[src/rtl/rfsc_defs.svh]
`ifndef RFSC_DEFS_SVH
`define RFSC_DEFS_SVH

// Register byte offsets
`define RFSC_OFF_CTRL 8'h00
`define RFSC_OFF_VLAN 8'h04
`define RFSC_OFF_SNAP 8'h08
`define RFSC_OFF_CNT0 8'h40

// Control register fields
`define RFSC_CTRL_MAX_LSB 0
`define RFSC_CTRL_MAX_MSB 13
`define RFSC_CTRL_SIZE_ALLOW 16
`define RFSC_CTRL_STRIP_VLAN 17
`define RFSC_CTRL_STRIP_FCS 18
`define RFSC_CTRL_ACCEPT_BC 19
`define RFSC_CTRL_STORE_BAD 20
`define RFSC_CTRL_LITE_RST 31

// Reset values
`define RFSC_MAX_SIZE_RST 14'h05ee
`define RFSC_ACCEPT_BC_RST 1'b1
`define RFSC_VLAN_ETYPE_RST 16'h8100

// Frame constants
`define RFSC_TPID_VLAN 16'h8100
`define RFSC_MIN_FRAME 16'h0040
`define RFSC_FCS_BYTES 16'h0004

// Counter indices
`define RFSC_IDX_FCS 0
`define RFSC_IDX_ALIGN 1
`define RFSC_IDX_FRAG 2
`define RFSC_IDX_JAB 3
`define RFSC_IDX_UNDER 4
`define RFSC_IDX_OVER 5
`define RFSC_IDX_DROP 6
`define RFSC_IDX_UCB 7
`define RFSC_IDX_BCB 8
`define RFSC_NUM_EVT 7
`define RFSC_NUM_CNT 9

`endif

[src/rtl/rfsc_pkg.sv]
package rfsc_pkg;

  // Final per-frame status from the receive path
  typedef struct packed {
    logic valid;
    logic [15:0] len;
    logic [15:0] type1;
    logic [15:0] type2;
    logic fcs_err;
    logic rx_err;
    logic align_err;
    logic dropped;
    logic filt_fail;
    logic pause_filt;
    logic ucast;
    logic bcast;
  } rfsc_frame_t;

  typedef struct packed {
    logic [13:0] max_size;
    logic size_allow;
    logic strip_vlan;
    logic strip_fcs;
    logic accept_bcast;
    logic store_bad;
  } rfsc_cfg_t;

  // Increment strobes per counter index and byte amount
  typedef struct packed {
    logic [8:0] inc;
    logic [15:0] bytes;
  } rfsc_upd_t;

  typedef struct packed {
    rfsc_cfg_t cfg;
    logic [15:0] vlan_ethertype_value;
    logic lite_clr;
    logic [8:0][31:0] snap;
    logic [31:0] snap_cnt;
    logic [31:0] rdata;
  } rfsc_main_t;

endpackage

[src/rtl/rfsc_classify.sv]
`timescale 1ns/100ps
`include "rfsc_defs.svh"
module rfsc_classify
  import rfsc_pkg::*;
(
  // Frame status and settings
  input wire rfsc_frame_t frame_in,
  input wire rfsc_cfg_t cfg_in,
  input wire logic [15:0] vlan_ethertype_value_in,
  // Counter updates
  output rfsc_upd_t upd_out
);
  logic tag1;
  logic tag2;
  logic [15:0] tag_bytes;
  logic [15:0] limit;
  logic over_len;
  logic short_len;
  logic crc_bad;
  logic any_err;
  logic jab;
  logic frag;
  logic good;
  logic v;

  always_comb begin
    v = frame_in.valid;
    tag1 = (frame_in.type1 == `RFSC_TPID_VLAN) ||
           (frame_in.type1 == vlan_ethertype_value_in);
    tag2 = tag1 && ((frame_in.type2 == `RFSC_TPID_VLAN) ||
           (frame_in.type2 == vlan_ethertype_value_in));
    tag_bytes = {12'h000, tag1 & tag2, tag1 ^ tag2, 2'b00};
    limit = {2'b00, cfg_in.max_size} +
            (cfg_in.size_allow ? tag_bytes : 16'h0000);
    // Length is whole bytes, so stray bits never qualify
    over_len = frame_in.len > limit;
    short_len = frame_in.len < `RFSC_MIN_FRAME;
    crc_bad = frame_in.fcs_err | frame_in.rx_err;
    any_err = crc_bad | frame_in.align_err;
    jab = over_len & crc_bad;
    frag = short_len & crc_bad;
    good = !any_err && !short_len && !over_len;
    upd_out = '0;
    upd_out.inc[`RFSC_IDX_FCS] = v & crc_bad & !jab &
      !frag;
    upd_out.inc[`RFSC_IDX_ALIGN] = v & frame_in.align_err;
    upd_out.inc[`RFSC_IDX_FRAG] = v & frag;
    upd_out.inc[`RFSC_IDX_JAB] = v & jab;
    upd_out.inc[`RFSC_IDX_UNDER] = v & short_len & !any_err;
    upd_out.inc[`RFSC_IDX_OVER] = v & over_len & !any_err;
    upd_out.inc[`RFSC_IDX_DROP] = v & frame_in.dropped &
      (good | cfg_in.store_bad);
    upd_out.inc[`RFSC_IDX_UCB] = v & good & frame_in.ucast &
      !frame_in.filt_fail & !frame_in.pause_filt &
      !frame_in.dropped;
    upd_out.inc[`RFSC_IDX_BCB] = v & good & frame_in.bcast &
      cfg_in.accept_bcast & !frame_in.dropped;
    upd_out.bytes = frame_in.len -
      (cfg_in.strip_vlan ? tag_bytes : 16'h0000) -
      (cfg_in.strip_fcs ? `RFSC_FCS_BYTES : 16'h0000);
  end
endmodule

[src/rtl/rfsc_counter.sv]
`timescale 1ns/100ps
`include "rfsc_defs.svh"
module rfsc_counter
  import rfsc_pkg::*;
#(
  parameter int WIDTH = 20
) (
  // Clock and reset
  input wire logic clk_sys_in,
  input wire logic rst_n_in,
  // Update
  input wire logic clr_in,
  input wire logic inc_in,
  input wire logic [15:0] add_in,
  // Value
  output logic [WIDTH-1:0] count_out
);
  typedef struct packed {
    logic [WIDTH-1:0] cnt;
  } rfsc_cnt_t;

  rfsc_cnt_t s_r;
  rfsc_cnt_t s_nxt;

  always_comb begin
    s_nxt = s_r;
    if (clr_in) begin
      s_nxt.cnt = '0;
    end else if (inc_in) begin
      s_nxt.cnt = s_r.cnt + WIDTH'(add_in);
    end
  end

  always_ff @(posedge clk_sys_in) begin
    if (!rst_n_in) begin
      s_r <= '0;
    end else begin
      s_r <= s_nxt;
    end
  end

  assign count_out = s_r.cnt;
endmodule

[src/rtl/rfsc_stats.sv]
// Contract
// - 20-bit counter of frames with CRC or line receive errors
// - Jabber plus FCS error counts only as jabber
// - Short frame with FCS error counts only as fragment
// - 20-bit counter of frames with alignment errors
// - 20-bit fragment counter: under 64 bytes with FCS or receive error
// - 20-bit jabber counter: over max length with FCS or receive error
// - Jabber needs a whole extra byte beyond maximum length
// - 20-bit undersize counter: under 64 bytes, no other error
// - 20-bit oversize counter: error-free frames above maximum length
// - Size allowance adds 4 bytes per tag, 8 for stacked
// - Tag present when type is 8100h or programmed ethertype
// - Oversize needs a whole extra byte beyond maximum length
// - 20-bit counter of frames dropped for lack of FIFO room
// - Errored drop counts as error; as drop only if storing bad
// - 32-bit unicast good byte total, filtered and lost excluded
// - Byte count omits stripped tag and stripped FCS
// - 32-bit broadcast good byte total, skip unaccepted and lost
// - Counters wrap to zero past maximum
// - Every reset, lite reset too, clears all counters
// - A write to the snapshot register captures one consistent snapshot
`timescale 1ns/100ps
`include "rfsc_defs.svh"
module rfsc_stats
  import rfsc_pkg::*;
#(
  parameter int EVT_W = 20,
  parameter int BYTE_W = 32
) (
  // Clock and reset
  input wire logic clk_sys_in,
  input wire logic rst_n_in,
  // APB slave
  input wire logic psel_in,
  input wire logic penable_in,
  input wire logic pwrite_in,
  input wire logic [7:0] paddr_in,
  input wire logic [31:0] pwdata_in,
  output logic [31:0] prdata_out,
  output logic pready_out,
  output logic pslverr_out,
  // Receive frame status
  input wire rfsc_frame_t frame_in
);
  rfsc_main_t s_r;
  rfsc_main_t s_nxt;
  rfsc_upd_t upd;
  logic [8:0][31:0] cnt;
  logic cnt_clr;
  logic setup;
  logic acc;
  logic [7:0] coff;
  logic is_cnt;
  logic mapped;
  logic snap_wr;
  logic [31:0] rd;

  rfsc_classify u_classify (
    .frame_in(frame_in),
    .cfg_in(s_r.cfg),
    .vlan_ethertype_value_in(s_r.vlan_ethertype_value),
    .upd_out(upd)
  );

  assign cnt_clr = s_r.lite_clr;

  for (genvar i = 0; i < `RFSC_NUM_CNT; i++) begin : g_cnt
    localparam int W = (i < `RFSC_NUM_EVT) ? EVT_W : BYTE_W;
    logic [W-1:0] cw;
    rfsc_counter #(
      .WIDTH(W)
    ) u_counter (
      .clk_sys_in(clk_sys_in),
      .rst_n_in(rst_n_in),
      .clr_in(cnt_clr),
      .inc_in(upd.inc[i]),
      .add_in((i < `RFSC_NUM_EVT) ? 16'h0001 : upd.bytes),
      .count_out(cw)
    );
    assign cnt[i] = 32'(cw);
  end

  // APB decode
  always_comb begin
    setup = psel_in && !penable_in;
    acc = psel_in && penable_in;
    coff = paddr_in - `RFSC_OFF_CNT0;
    is_cnt = (paddr_in >= `RFSC_OFF_CNT0) && (coff[1:0] == 2'b00) &&
             (coff[7:2] < 6'(`RFSC_NUM_CNT));
    mapped = is_cnt || (paddr_in == `RFSC_OFF_CTRL) ||
             (paddr_in == `RFSC_OFF_VLAN) || (paddr_in == `RFSC_OFF_SNAP);
    snap_wr = acc && pwrite_in && (paddr_in == `RFSC_OFF_SNAP);
  end

  // Read mux; counter words come from the snapshot only
  always_comb begin
    rd = '0;
    if (is_cnt) begin
      rd = s_r.snap[coff[5:2]];
    end else if (paddr_in == `RFSC_OFF_CTRL) begin
      rd[`RFSC_CTRL_MAX_MSB:`RFSC_CTRL_MAX_LSB] = s_r.cfg.max_size;
      rd[`RFSC_CTRL_SIZE_ALLOW] = s_r.cfg.size_allow;
      rd[`RFSC_CTRL_STRIP_VLAN] = s_r.cfg.strip_vlan;
      rd[`RFSC_CTRL_STRIP_FCS] = s_r.cfg.strip_fcs;
      rd[`RFSC_CTRL_ACCEPT_BC] = s_r.cfg.accept_bcast;
      rd[`RFSC_CTRL_STORE_BAD] = s_r.cfg.store_bad;
    end else if (paddr_in == `RFSC_OFF_VLAN) begin
      rd[15:0] = s_r.vlan_ethertype_value;
    end else if (paddr_in == `RFSC_OFF_SNAP) begin
      rd = s_r.snap_cnt;
    end
  end

  always_comb begin
    s_nxt = s_r;
    s_nxt.lite_clr = 1'b0;
    if (setup) begin
      s_nxt.rdata = rd;
    end
    if (acc && pwrite_in && paddr_in == `RFSC_OFF_CTRL) begin
      s_nxt.cfg.max_size =
        pwdata_in[`RFSC_CTRL_MAX_MSB:`RFSC_CTRL_MAX_LSB];
      s_nxt.cfg.size_allow = pwdata_in[`RFSC_CTRL_SIZE_ALLOW];
      s_nxt.cfg.strip_vlan = pwdata_in[`RFSC_CTRL_STRIP_VLAN];
      s_nxt.cfg.strip_fcs = pwdata_in[`RFSC_CTRL_STRIP_FCS];
      s_nxt.cfg.accept_bcast = pwdata_in[`RFSC_CTRL_ACCEPT_BC];
      s_nxt.cfg.store_bad = pwdata_in[`RFSC_CTRL_STORE_BAD];
      s_nxt.lite_clr = pwdata_in[`RFSC_CTRL_LITE_RST];
    end
    if (acc && pwrite_in && paddr_in == `RFSC_OFF_VLAN) begin
      s_nxt.vlan_ethertype_value = pwdata_in[15:0];
    end
    // All counters captured at one edge
    if (snap_wr) begin
      s_nxt.snap = cnt;
      s_nxt.snap_cnt = s_r.snap_cnt + 32'h1;
    end
    if (s_r.lite_clr) begin
      s_nxt.snap = '0;
      s_nxt.snap_cnt = '0;
    end
  end

  always_ff @(posedge clk_sys_in) begin
    if (!rst_n_in) begin
      s_r <= '0;
      s_r.cfg.max_size <= `RFSC_MAX_SIZE_RST;
      s_r.cfg.accept_bcast <= `RFSC_ACCEPT_BC_RST;
      s_r.vlan_ethertype_value <= `RFSC_VLAN_ETYPE_RST;
    end else begin
      s_r <= s_nxt;
    end
  end

  assign prdata_out = s_r.rdata;
  assign pready_out = 1'b1;
  assign pslverr_out = acc && !mapped;

  // Checks
  a_fcs_counts: assert property (
    @(posedge clk_sys_in) disable iff (!rst_n_in)
    (frame_in.valid && frame_in.rx_err && !s_r.lite_clr &&
     frame_in.len >= `RFSC_MIN_FRAME &&
     frame_in.len <= {2'b00, s_r.cfg.max_size})
    |=> cnt[`RFSC_IDX_FCS][19:0] ==
        20'($past(cnt[`RFSC_IDX_FCS][19:0]) + 20'h1))
    else $error("fcs counter missed an error frame");

  a_jabber_wins: assert property (
    @(posedge clk_sys_in) disable iff (!rst_n_in)
    (frame_in.valid && frame_in.fcs_err && !s_r.lite_clr &&
     frame_in.len > ({2'b00, s_r.cfg.max_size} + 16'h0008))
    |=> (cnt[`RFSC_IDX_JAB][19:0] ==
         20'($past(cnt[`RFSC_IDX_JAB][19:0]) + 20'h1)) &&
        $stable(cnt[`RFSC_IDX_FCS]))
    else $error("jabber frame not counted as jabber only");

  a_frag_wins: assert property (
    @(posedge clk_sys_in) disable iff (!rst_n_in)
    (frame_in.valid && frame_in.fcs_err && !s_r.lite_clr &&
     frame_in.len < `RFSC_MIN_FRAME)
    |=> (cnt[`RFSC_IDX_FRAG][19:0] ==
         20'($past(cnt[`RFSC_IDX_FRAG][19:0]) + 20'h1)) &&
        $stable(cnt[`RFSC_IDX_FCS]) && $stable(cnt[`RFSC_IDX_UNDER]))
    else $error("short bad frame not counted as fragment only");

  a_align_count: assert property (
    @(posedge clk_sys_in) disable iff (!rst_n_in)
    (frame_in.valid && frame_in.align_err && !s_r.lite_clr)
    |=> cnt[`RFSC_IDX_ALIGN][19:0] ==
        20'($past(cnt[`RFSC_IDX_ALIGN][19:0]) + 20'h1))
    else $error("alignment counter missed a frame");

  a_under_count: assert property (
    @(posedge clk_sys_in) disable iff (!rst_n_in)
    (frame_in.valid && !frame_in.fcs_err && !frame_in.rx_err &&
     !frame_in.align_err && !s_r.lite_clr &&
     frame_in.len < `RFSC_MIN_FRAME)
    |=> (cnt[`RFSC_IDX_UNDER][19:0] ==
         20'($past(cnt[`RFSC_IDX_UNDER][19:0]) + 20'h1)) &&
        $stable(cnt[`RFSC_IDX_FRAG]))
    else $error("undersize counter missed a clean short frame");

  a_over_vlan: assert property (
    @(posedge clk_sys_in) disable iff (!rst_n_in)
    (frame_in.valid && !frame_in.fcs_err && !frame_in.rx_err &&
     !frame_in.align_err && !s_r.lite_clr && s_r.cfg.size_allow &&
     frame_in.type1 == `RFSC_TPID_VLAN &&
     frame_in.type2 != `RFSC_TPID_VLAN &&
     frame_in.type2 != s_r.vlan_ethertype_value &&
     frame_in.len == ({2'b00, s_r.cfg.max_size} + 16'h0004))
    |=> $stable(cnt[`RFSC_IDX_OVER]))
    else $error("tagged frame within allowance counted oversize");

  a_over_byte: assert property (
    @(posedge clk_sys_in) disable iff (!rst_n_in)
    (frame_in.valid && !frame_in.fcs_err && !frame_in.rx_err &&
     !frame_in.align_err && !s_r.lite_clr && !s_r.cfg.size_allow &&
     frame_in.len == ({2'b00, s_r.cfg.max_size} + 16'h0001))
    |=> cnt[`RFSC_IDX_OVER][19:0] ==
        20'($past(cnt[`RFSC_IDX_OVER][19:0]) + 20'h1))
    else $error("one byte over maximum not counted oversize");

  a_drop_bad: assert property (
    @(posedge clk_sys_in) disable iff (!rst_n_in)
    (frame_in.valid && frame_in.dropped && frame_in.fcs_err &&
     !s_r.cfg.store_bad && !s_r.lite_clr)
    |=> $stable(cnt[`RFSC_IDX_DROP]))
    else $error("bad dropped frame counted while not storing bad");

  a_ucast_bytes: assert property (
    @(posedge clk_sys_in) disable iff (!rst_n_in)
    (upd.inc[`RFSC_IDX_UCB] && s_r.cfg.strip_fcs &&
     !s_r.cfg.strip_vlan && !s_r.lite_clr)
    |=> cnt[`RFSC_IDX_UCB] == $past(cnt[`RFSC_IDX_UCB]) +
        32'($past(frame_in.len)) - 32'h4)
    else $error("unicast byte total wrong with fcs stripped");

  a_bcast_block: assert property (
    @(posedge clk_sys_in) disable iff (!rst_n_in)
    (frame_in.valid && frame_in.bcast && !s_r.cfg.accept_bcast &&
     !s_r.lite_clr)
    |=> $stable(cnt[`RFSC_IDX_BCB]))
    else $error("broadcast bytes counted while not accepted");

  a_lite_clear: assert property (
    @(posedge clk_sys_in) disable iff (!rst_n_in)
    s_r.lite_clr |=> (cnt == '0) && (s_r.snap == '0))
    else $error("lite reset left a counter nonzero");

  a_snap_hold: assert property (
    @(posedge clk_sys_in) disable iff (!rst_n_in)
    snap_wr && !s_r.lite_clr
    |=> (s_r.snap == $past(cnt)) [*1] ##1
        ($stable(s_r.snap) || $past(snap_wr) || $past(s_r.lite_clr)))
    else $error("snapshot not a one-edge copy of counters");

  a_one_update: assert property (
    @(posedge clk_sys_in) disable iff (!rst_n_in)
    (!frame_in.valid && !s_r.lite_clr) |=> $stable(cnt))
    else $error("counter moved without final frame status");

  a_frag_rx: assert property (
    @(posedge clk_sys_in) disable iff (!rst_n_in)
    (frame_in.valid && frame_in.rx_err && !frame_in.fcs_err &&
     !s_r.lite_clr && frame_in.len < `RFSC_MIN_FRAME)
    |=> cnt[`RFSC_IDX_FRAG][19:0] ==
        20'($past(cnt[`RFSC_IDX_FRAG][19:0]) + 20'h1))
    else $error("fragment counter missed a short receive error");

  a_jab_rx: assert property (
    @(posedge clk_sys_in) disable iff (!rst_n_in)
    (frame_in.valid && frame_in.rx_err && !s_r.lite_clr &&
     frame_in.len > ({2'b00, s_r.cfg.max_size} + 16'h0008))
    |=> cnt[`RFSC_IDX_JAB][19:0] ==
        20'($past(cnt[`RFSC_IDX_JAB][19:0]) + 20'h1))
    else $error("jabber counter missed a long receive error");

  a_jab_edge: assert property (
    @(posedge clk_sys_in) disable iff (!rst_n_in)
    (frame_in.valid && frame_in.fcs_err && !s_r.lite_clr &&
     frame_in.len == {2'b00, s_r.cfg.max_size})
    |=> $stable(cnt[`RFSC_IDX_JAB]))
    else $error("frame at maximum length counted as jabber");

  a_over_clean: assert property (
    @(posedge clk_sys_in) disable iff (!rst_n_in)
    (frame_in.valid && !frame_in.fcs_err && !frame_in.rx_err &&
     !frame_in.align_err && !s_r.lite_clr &&
     frame_in.len > ({2'b00, s_r.cfg.max_size} + 16'h0008))
    |=> (cnt[`RFSC_IDX_OVER][19:0] ==
         20'($past(cnt[`RFSC_IDX_OVER][19:0]) + 20'h1)) &&
        $stable(cnt[`RFSC_IDX_JAB]))
    else $error("oversize counter missed a clean long frame");

  a_tag_stacked: assert property (
    @(posedge clk_sys_in) disable iff (!rst_n_in)
    (frame_in.valid && !frame_in.fcs_err && !frame_in.rx_err &&
     !frame_in.align_err && !s_r.lite_clr && s_r.cfg.size_allow &&
     frame_in.type1 == s_r.vlan_ethertype_value &&
     (frame_in.type2 == `RFSC_TPID_VLAN ||
      frame_in.type2 == s_r.vlan_ethertype_value) &&
     frame_in.len == ({2'b00, s_r.cfg.max_size} + 16'h0008))
    |=> $stable(cnt[`RFSC_IDX_OVER]))
    else $error("stacked programmed tags counted oversize");

  a_drop_count: assert property (
    @(posedge clk_sys_in) disable iff (!rst_n_in)
    (frame_in.valid && frame_in.dropped && !frame_in.fcs_err &&
     !frame_in.rx_err && !frame_in.align_err && !s_r.lite_clr &&
     frame_in.len >= `RFSC_MIN_FRAME &&
     frame_in.len <= {2'b00, s_r.cfg.max_size})
    |=> cnt[`RFSC_IDX_DROP][19:0] ==
        20'($past(cnt[`RFSC_IDX_DROP][19:0]) + 20'h1))
    else $error("dropped counter missed a clean lost frame");

  a_ucast_skip: assert property (
    @(posedge clk_sys_in) disable iff (!rst_n_in)
    (frame_in.valid && !s_r.lite_clr && (frame_in.filt_fail ||
     frame_in.pause_filt || frame_in.dropped))
    |=> $stable(cnt[`RFSC_IDX_UCB]))
    else $error("filtered or lost frame added to unicast bytes");
endmodule
[config.mk]
export PLATFORM = sky130hd
export DESIGN_NAME = rfsc_stats
export DESIGN_NICKNAME = d
export VERILOG_FILES = /design/src/rtl/rfsc_pkg.sv /design/src/rtl/rfsc_classify.sv /design/src/rtl/rfsc_counter.sv /design/src/rtl/rfsc_stats.sv
export VERILOG_INCLUDE_DIRS = /design/src /design/src/rtl
export SDC_FILE = /design/constraint.sdc
export NUM_CORES = 1
export LEC_CHECK = 0
export ABC_AREA = 1
export BUFFER_PORTS_ARGS = -buffer_cell sky130_fd_sc_hd__buf_2
export CORE_UTILIZATION = 30
export DETAILED_ROUTE_END_ITERATION = 8
export SLEW_MARGIN = 20
export SYNTH_ARGS = -nofsm -noshare
export SYNTH_HDL_FRONTEND = slang
export SYNTH_SLANG_ARGS = --single-unit
[constraint.sdc]
create_clock -name clk_sys_in -period 7.3 [get_ports clk_sys_in]
set_input_delay 0.365 -clock clk_sys_in [delete_from_list [all_inputs] [get_ports clk_sys_in]]
set_output_delay 0.365 -clock clk_sys_in [all_outputs]
set_load 0.02 [all_outputs]
Word-level counts from Yosys, hierarchy flattened --
Cells that the tools add are included.
Storage, ports and cells: input port bits 102, flip-flop bits (word level) 508, logic and storage cells 125
Operators by class: $lt $le $gt $ge 5, multiplexer cells 13, reductions and logical operators 31, bitwise gates (word level) 28, $add $sub $neg 14, equal/unequal tests 6
Operator list (number):
- $add 20x1->20 const B | 7
- $bmux 32 s4 | 1
- $mux 32 | 3
- $add 32x16->32 | 2
- $add 32x1->32 const B | 1
- $eq 16x16->1 | 2
- $eq 16x16->1 const B | 2
- $mux 16 | 2
- $sub 16x16->16 | 2
- $and 1x1->1 | 23
- $add 14x16->16 | 1
- $gt 16x16->1 | 1
- $lt 16x7->1 const B | 1
- $mux 14 | 1
- $logic_and 1x1->1 | 12
- $mux 11 | 1
- $logic_not 1->1 | 10
- $eq 8x3->1 const B | 1
- $eq 8x4->1 const B | 1
- $ge 8x7->1 const B | 1
- $logic_not 8->1 | 1
- $mux 4 | 2
- $sub 8x7->8 const B | 1
- $lt 6x4->1 const B | 1
- 11 further kinds | 17

Depth between registers and ports, before layout --
depth after elaboration 14, mapped depth 34

By module --
A second synthesis with hierarchy kept.
Second synthesis, totals: cells, all modules 5637, area total of the unflattened synthesis 34479.3 µm²
By module, submodules not included:
- rfsc_stats | sequential area each 6085.8 µm², area each 14084.8 µm², cells an instance 2117, instances 1
- rfsc_counter (g_cnt[2].u_counter ...) | sequential area each 400.4 µm², area each 1868.0 µm², cells an instance 327, instances 5
- rfsc_counter (g_cnt[7].u_counter ...) | sequential area each 640.6 µm², area each 2798.9 µm², cells an instance 478, instances 2
- rfsc_counter (g_cnt[1].u_counter) | sequential area each 400.4 µm², area each 1909.3 µm², cells an instance 327, instances 1
- rfsc_counter (g_cnt[0].u_counter) | sequential area each 400.4 µm², area each 1884.3 µm², cells an instance 323, instances 1
- rfsc_classify | sequential area each 0.0 µm², area each 1662.8 µm², cells an instance 279, instances 1

Worst setup path before layout --
Ideal clock, no wire load.
path type input port to flip-flop, start in frame_in[34] (netlist bit), end reg g_cnt[8].u_counter.s_r, in the netlist g_cnt[8].u_counter.count_out[23], arrival 4203 ps, path slack 2985 ps, cell stages on the path 25, path through or4_1 -> o32ai_1 -> nand3_1 -> fa_1 -> ha_1 -> inv_1 -> o21ai_0 -> nor2_1 -> inv_1 -> nor2_1 -> nand3_1 -> nor2_1 -> nand2_1 -> xor2_1 -> ha_1 -> nand2_1 -> nor2_1 -> inv_1 -> nor4_1 -> nand2_1 -> nand3_1 -> nor2b_1 -> nand2_1 -> nand2_1 -> nor2_1
On the way: word-level cells in the longest chain between the ends 13, elaborated cells on any way between the ends 19
RTL lines:
- start, declared | line rfsc_stats.sv:43 | input wire rfsc_frame_t frame_in
- $eq 16x16->1, on equally long branches
- $logic_or 1x1->1 (*) | line rfsc_classify.sv:28 | tag1 = (frame_in.type1 == `RFSC_TPID_VLAN) ||
- parallel branches: the longest is 11 deep, another holds $add 32x16->32
- end signal, assigned | line rfsc_counter.sv:38 | s_r <= s_nxt;
- end, declared | line rfsc_counter.sv:22 | rfsc_cnt_t s_r;
Mark *: on every way between the ends. A chain may end at the register's enable or synchronous reset.

Worst setup path in the final report --
start reg s_r[354] (netlist bit), end reg g_cnt[0].u_counter.s_r, in the netlist g_cnt[0].u_counter.count_out[16]
On the way: word-level cells in the longest chain between the ends 11, elaborated cells on any way between the ends 14
RTL lines:
- start, declared | line rfsc_stats.sv:45 | rfsc_main_t s_r;
- start signal, assigned | line rfsc_stats.sv:151 | s_r <= s_nxt;
- $eq 16x16->1, on equally long branches | line rfsc_classify.sv:29, rfsc_classify.sv:31
- $logic_or 1x1->1, on equally long branches | line rfsc_classify.sv:28, rfsc_classify.sv:30
- $logic_and 1x1->1 | line rfsc_classify.sv:30 | tag2 = tag1 && ((frame_in.type2 == `RFSC_TPID_VLAN) ||
- $xor 1x1->1 / $and 1x1->1 (equally long branches) | line rfsc_classify.sv:32 | tag_bytes = {12'h000, tag1 & tag2, tag1 ^ tag2, 2'b00};
- $mux 4 (*) | line rfsc_classify.sv:34 | (cfg_in.size_allow ? tag_bytes : 16'h0000);
- $add 14x16->16 (*) | line rfsc_classify.sv:33 | limit = {2'b00, cfg_in.max_size} +
- $gt 16x16->1 (*) | line rfsc_classify.sv:36 | over_len = frame_in.len > limit;
- $and 1x1->1 (*) | line rfsc_classify.sv:40 | jab = over_len & crc_bad;
- $logic_not 1->1 (*) | line rfsc_classify.sv:44 | upd_out.inc[`RFSC_IDX_FCS] = v & crc_bad & !jab &
- $and 1x1->1 (*) (2 in a row) | line rfsc_classify.sv:44
- end signal, assigned | line rfsc_counter.sv:38
- end, declared | line rfsc_counter.sv:22
Every way passes the cells marked *; elsewhere a longest branch is shown, timed or not.

==> results.md <==
* CTS Buf Count at 56
* Clock sink count at 508
* Final min period at 5760 ps
* Fillers at 9256
* Synth warn at 0
* Comb power frac at 5.4%
* Biggest area consumer among synthesized cells: dfxtp_1
* P_sw at 1480 uW
* CP arrival at 6270 ps
* Slew Viols, Final at 0
* Layout area overhead at 13.0%
* Final Cycle Share at 78.9%
* Syn_area_per_cell at 6.93 sq um
* Setup_tns at 0 ps
* P_leak at 0.0114 uW
* Largest net degree at the start of global routing at 149
* Core Box Area at 86900 sq um
* Syn nets at 3971
* Syn Inst Count at 3804
* Clock slew at reported path FFs at 60 ps
* Setup-failing EPs final at 0
* Ports at 136
* H-tree lvl count at 2
* Initial antenna violation count at 5
* Root buffer cell: clkbuf_16
* Startpoint types: register
* Hold buffer count at CTS at 11
* Drt drc at 0
* Post-DP HPWL at 62.8 mm
* Mapped cell area at 26400 sq um
* CP peak stage delay at 560 ps
* Yosys reg bits at 508
* Synth Area in Simple Gates at 24.8%
* Status: complete, no violations
* Synth async-reset ratio at 0%
* Longest Clk Path Bufs at 3
* Port Buffers at 124
* Fmax at 174 MHz
* Most frequent cells after synthesis: nand2_1, dfxtp_1, a21oi_1, nor2_1, o21ai_0
* RSZ-0062 raised after global routing: no
* Int Pwr at 4670 uW
* Slew headroom at 34.2%
* Combinational family with the most area after synthesis: simple AND/OR/NAND/NOR gates
* Mux contribution to synthesized area at 0%
* Compound-cell area share of the yosys netlist at 19.9%
* Starting Density at 30.3%
* Library cells used by synthesis at 58
* Adder-cell area share of the yosys netlist at 3.20%
* Clk Latency, worst-skew pair at 620 ps
* Total wire length at 85.4 mm
* Global-route wire length before repair at 132 mm
* Final Skew at 17.7 ps
* CP Class: register to register
* Vias at 25200
* Vias in the first global route at 22600
* Slowest stage cell, crit path: inv_1
* Register area share after synthesis at 38.6%
* Die width at 298 microns
* Worst-Margin Slew at 987 ps
* Clock share of power at 49.2%
* Synth top area cells: dfxtp_1, nand2_1, a21oi_1
* Gates resized, CTS repair at 0
* Peak VDD IR at 0.177 mV
* Synth Area in XOR/XNOR at 4.09%
* Die height at 298 microns
* FF+latch area at 10200 sq um
* PD cells at 207 nW/um^2
* Grt ovf at 0
* Ratio of cells with drive above 1 in the final layout at 7.80%
* CP max FO at 15
* EDFF count, synth at 0
* Top_reg_cell synth: dfxtp_1
* Wire per inst at 17.0 microns
* Yosys top cell area share at 38.6%
* Sw Share at 24.1%
* GRT Overall Usage at 18.5%
* 1st-pass router iterations at 6
* Number of max-cap violations at 0
* Final Util at 34.3%
* Via/cell ratio at 5.00
* Worst EP required at 7810 ps
* Flop pwr share at 45.4%
* R2R setup slack at 1540 ps
* DIE AREA at 89100 sq um
* Crit end category: register
* Placer congestion estimate at 0.927
* Routed Antenna Nets at 0
* Final net count at 3994
* DRT iter0 DRCs at 2357
* Hold WC Path Type: input port to register
* Final Hold Vio Count at 0
* Most used cell, CP: nand2_1
* CTS tree: yes
* Cell Rows at 108
* Post-CTS repair timing setup buffer count at 0
* Area of the multi-input gates at 13700 sq um
* Top-count cell post-synth: nand2_1
[state kept, by name, indices dropped and copies added, names as in the netlist]
signal / cells
s_r: 271
g_cnt.u_counter.count_out: 204
prdata_out: 32
cnt_clr: 1
[cell families (layout without fill, tap and decap cells)]
| kind of cell | count (synthesis) | count (layout) |
|---|---|---|
| other | 1 | 3 |
| AOI/OAI and AO/OA | 984 | 984 |
| buffers and inverters | 611 | 680 |
| and+or+nand+nor | 1512 | 1512 |
| adders and majority gates | 65 | 65 |
| xor gates and xnor gates | 123 | 123 |
| DFF | 508 | 508 |
[stage by stage]
stage / hold slack, ps / instance area [sq um] / std cells / total power (uW) / setup WS [ps]
final: 13.7 / 29800 / 5030 / 6160 / 1540
after global routing: 15.7 / 29800 / 5030 / 6360 / 1010
after CTS: 1.18 / 29800 / 5028 / 6210 / 1520
after detailed placement: 443 / 27700 / 4913 / 3180 / 1340
after global placement: 435 / 27700 / 4913 / 3180 / 1360
after floorplan: 423 / 26400 / 3804 / 3060 / 2980
[cell usage in the layout, fill, tap and decap left out, types with 25 or more instances in the layout]
cell type and count:
o21ai_0 403, nand4_1 64, clkbuf_16 57, xnor2_1 34, a21oi_1 456, o211ai_1 32, nand3_1 176, nor3_1 85
buf_4 25, nand2_1 689, xor2_1 89, nor2_1 402, dfxtp_1 508, nor4_1 32, ha_1 61, buf_2 124
inv_1 399
[power groups by stage]
stage	registers, uW	logic, uW	clock network [uW]
after global routing	2800	361	3200
after floorplan	2850	209	0
after CTS	2790	330	3080
after detailed placement	2860	323	0
final	2800	332	3030
after global placement	2860	322	0
[worst max-delay path: cells and delay by family (launching register included)]
kind / cells / cell delay, ps
flops: 1 / 410
fa+ha+maj: 3 / 680
compound gates: 2 / 480
xor+xnor: 1 / 160
simple gates: 20 / 3150
buf+inv: 3 / 750
[area by class of cell]
type / count / area share [%]
Sequential cell: 508 / 34.1
Clock inverter: 29 / 1.29
Inverter: 415 / 5.24
Antenna cell: 2 / 0.0168
Tap cell: 1155 / 4.85
Clock buffer: 75 / 5.25
Multi-Input combinational cell: 2685 / 46.1
Timing Repair Buffer: 161 / 3.15
[routing by layer]
metal | GRT usage [%] | vias to the layer above | part of all wire [%]
met3 | 2.14 | 132 | 5.4
met5 | 0 | - | 0.037
met1 | 27.0 | 11600 | 48
li1 | - | 12700 | -
met4 | 6.09 | 4 | 3.2
met2 | 28.2 | 694 | 44
[final timing paths]
check                                      startpoint                                             to  depth (start not counted)
worst max register to register  s_r[354]$_SDFFE_PN0P_  g_cnt[0].u_counter.count_out[16]$_SDFFE_PP0P_                         29
worst min register to register  s_r[334]$_SDFFE_PP0P_                          s_r[334]$_SDFFE_PP0P_                          2
worst min-delay path                    pwdata_in[19]                          s_r[370]$_SDFFE_PN1P_                          3
worst max-delay path            s_r[354]$_SDFFE_PN0P_  g_cnt[0].u_counter.count_out[16]$_SDFFE_PP0P_                         29
Note: power is estimated with default switching activity, not from simulation.
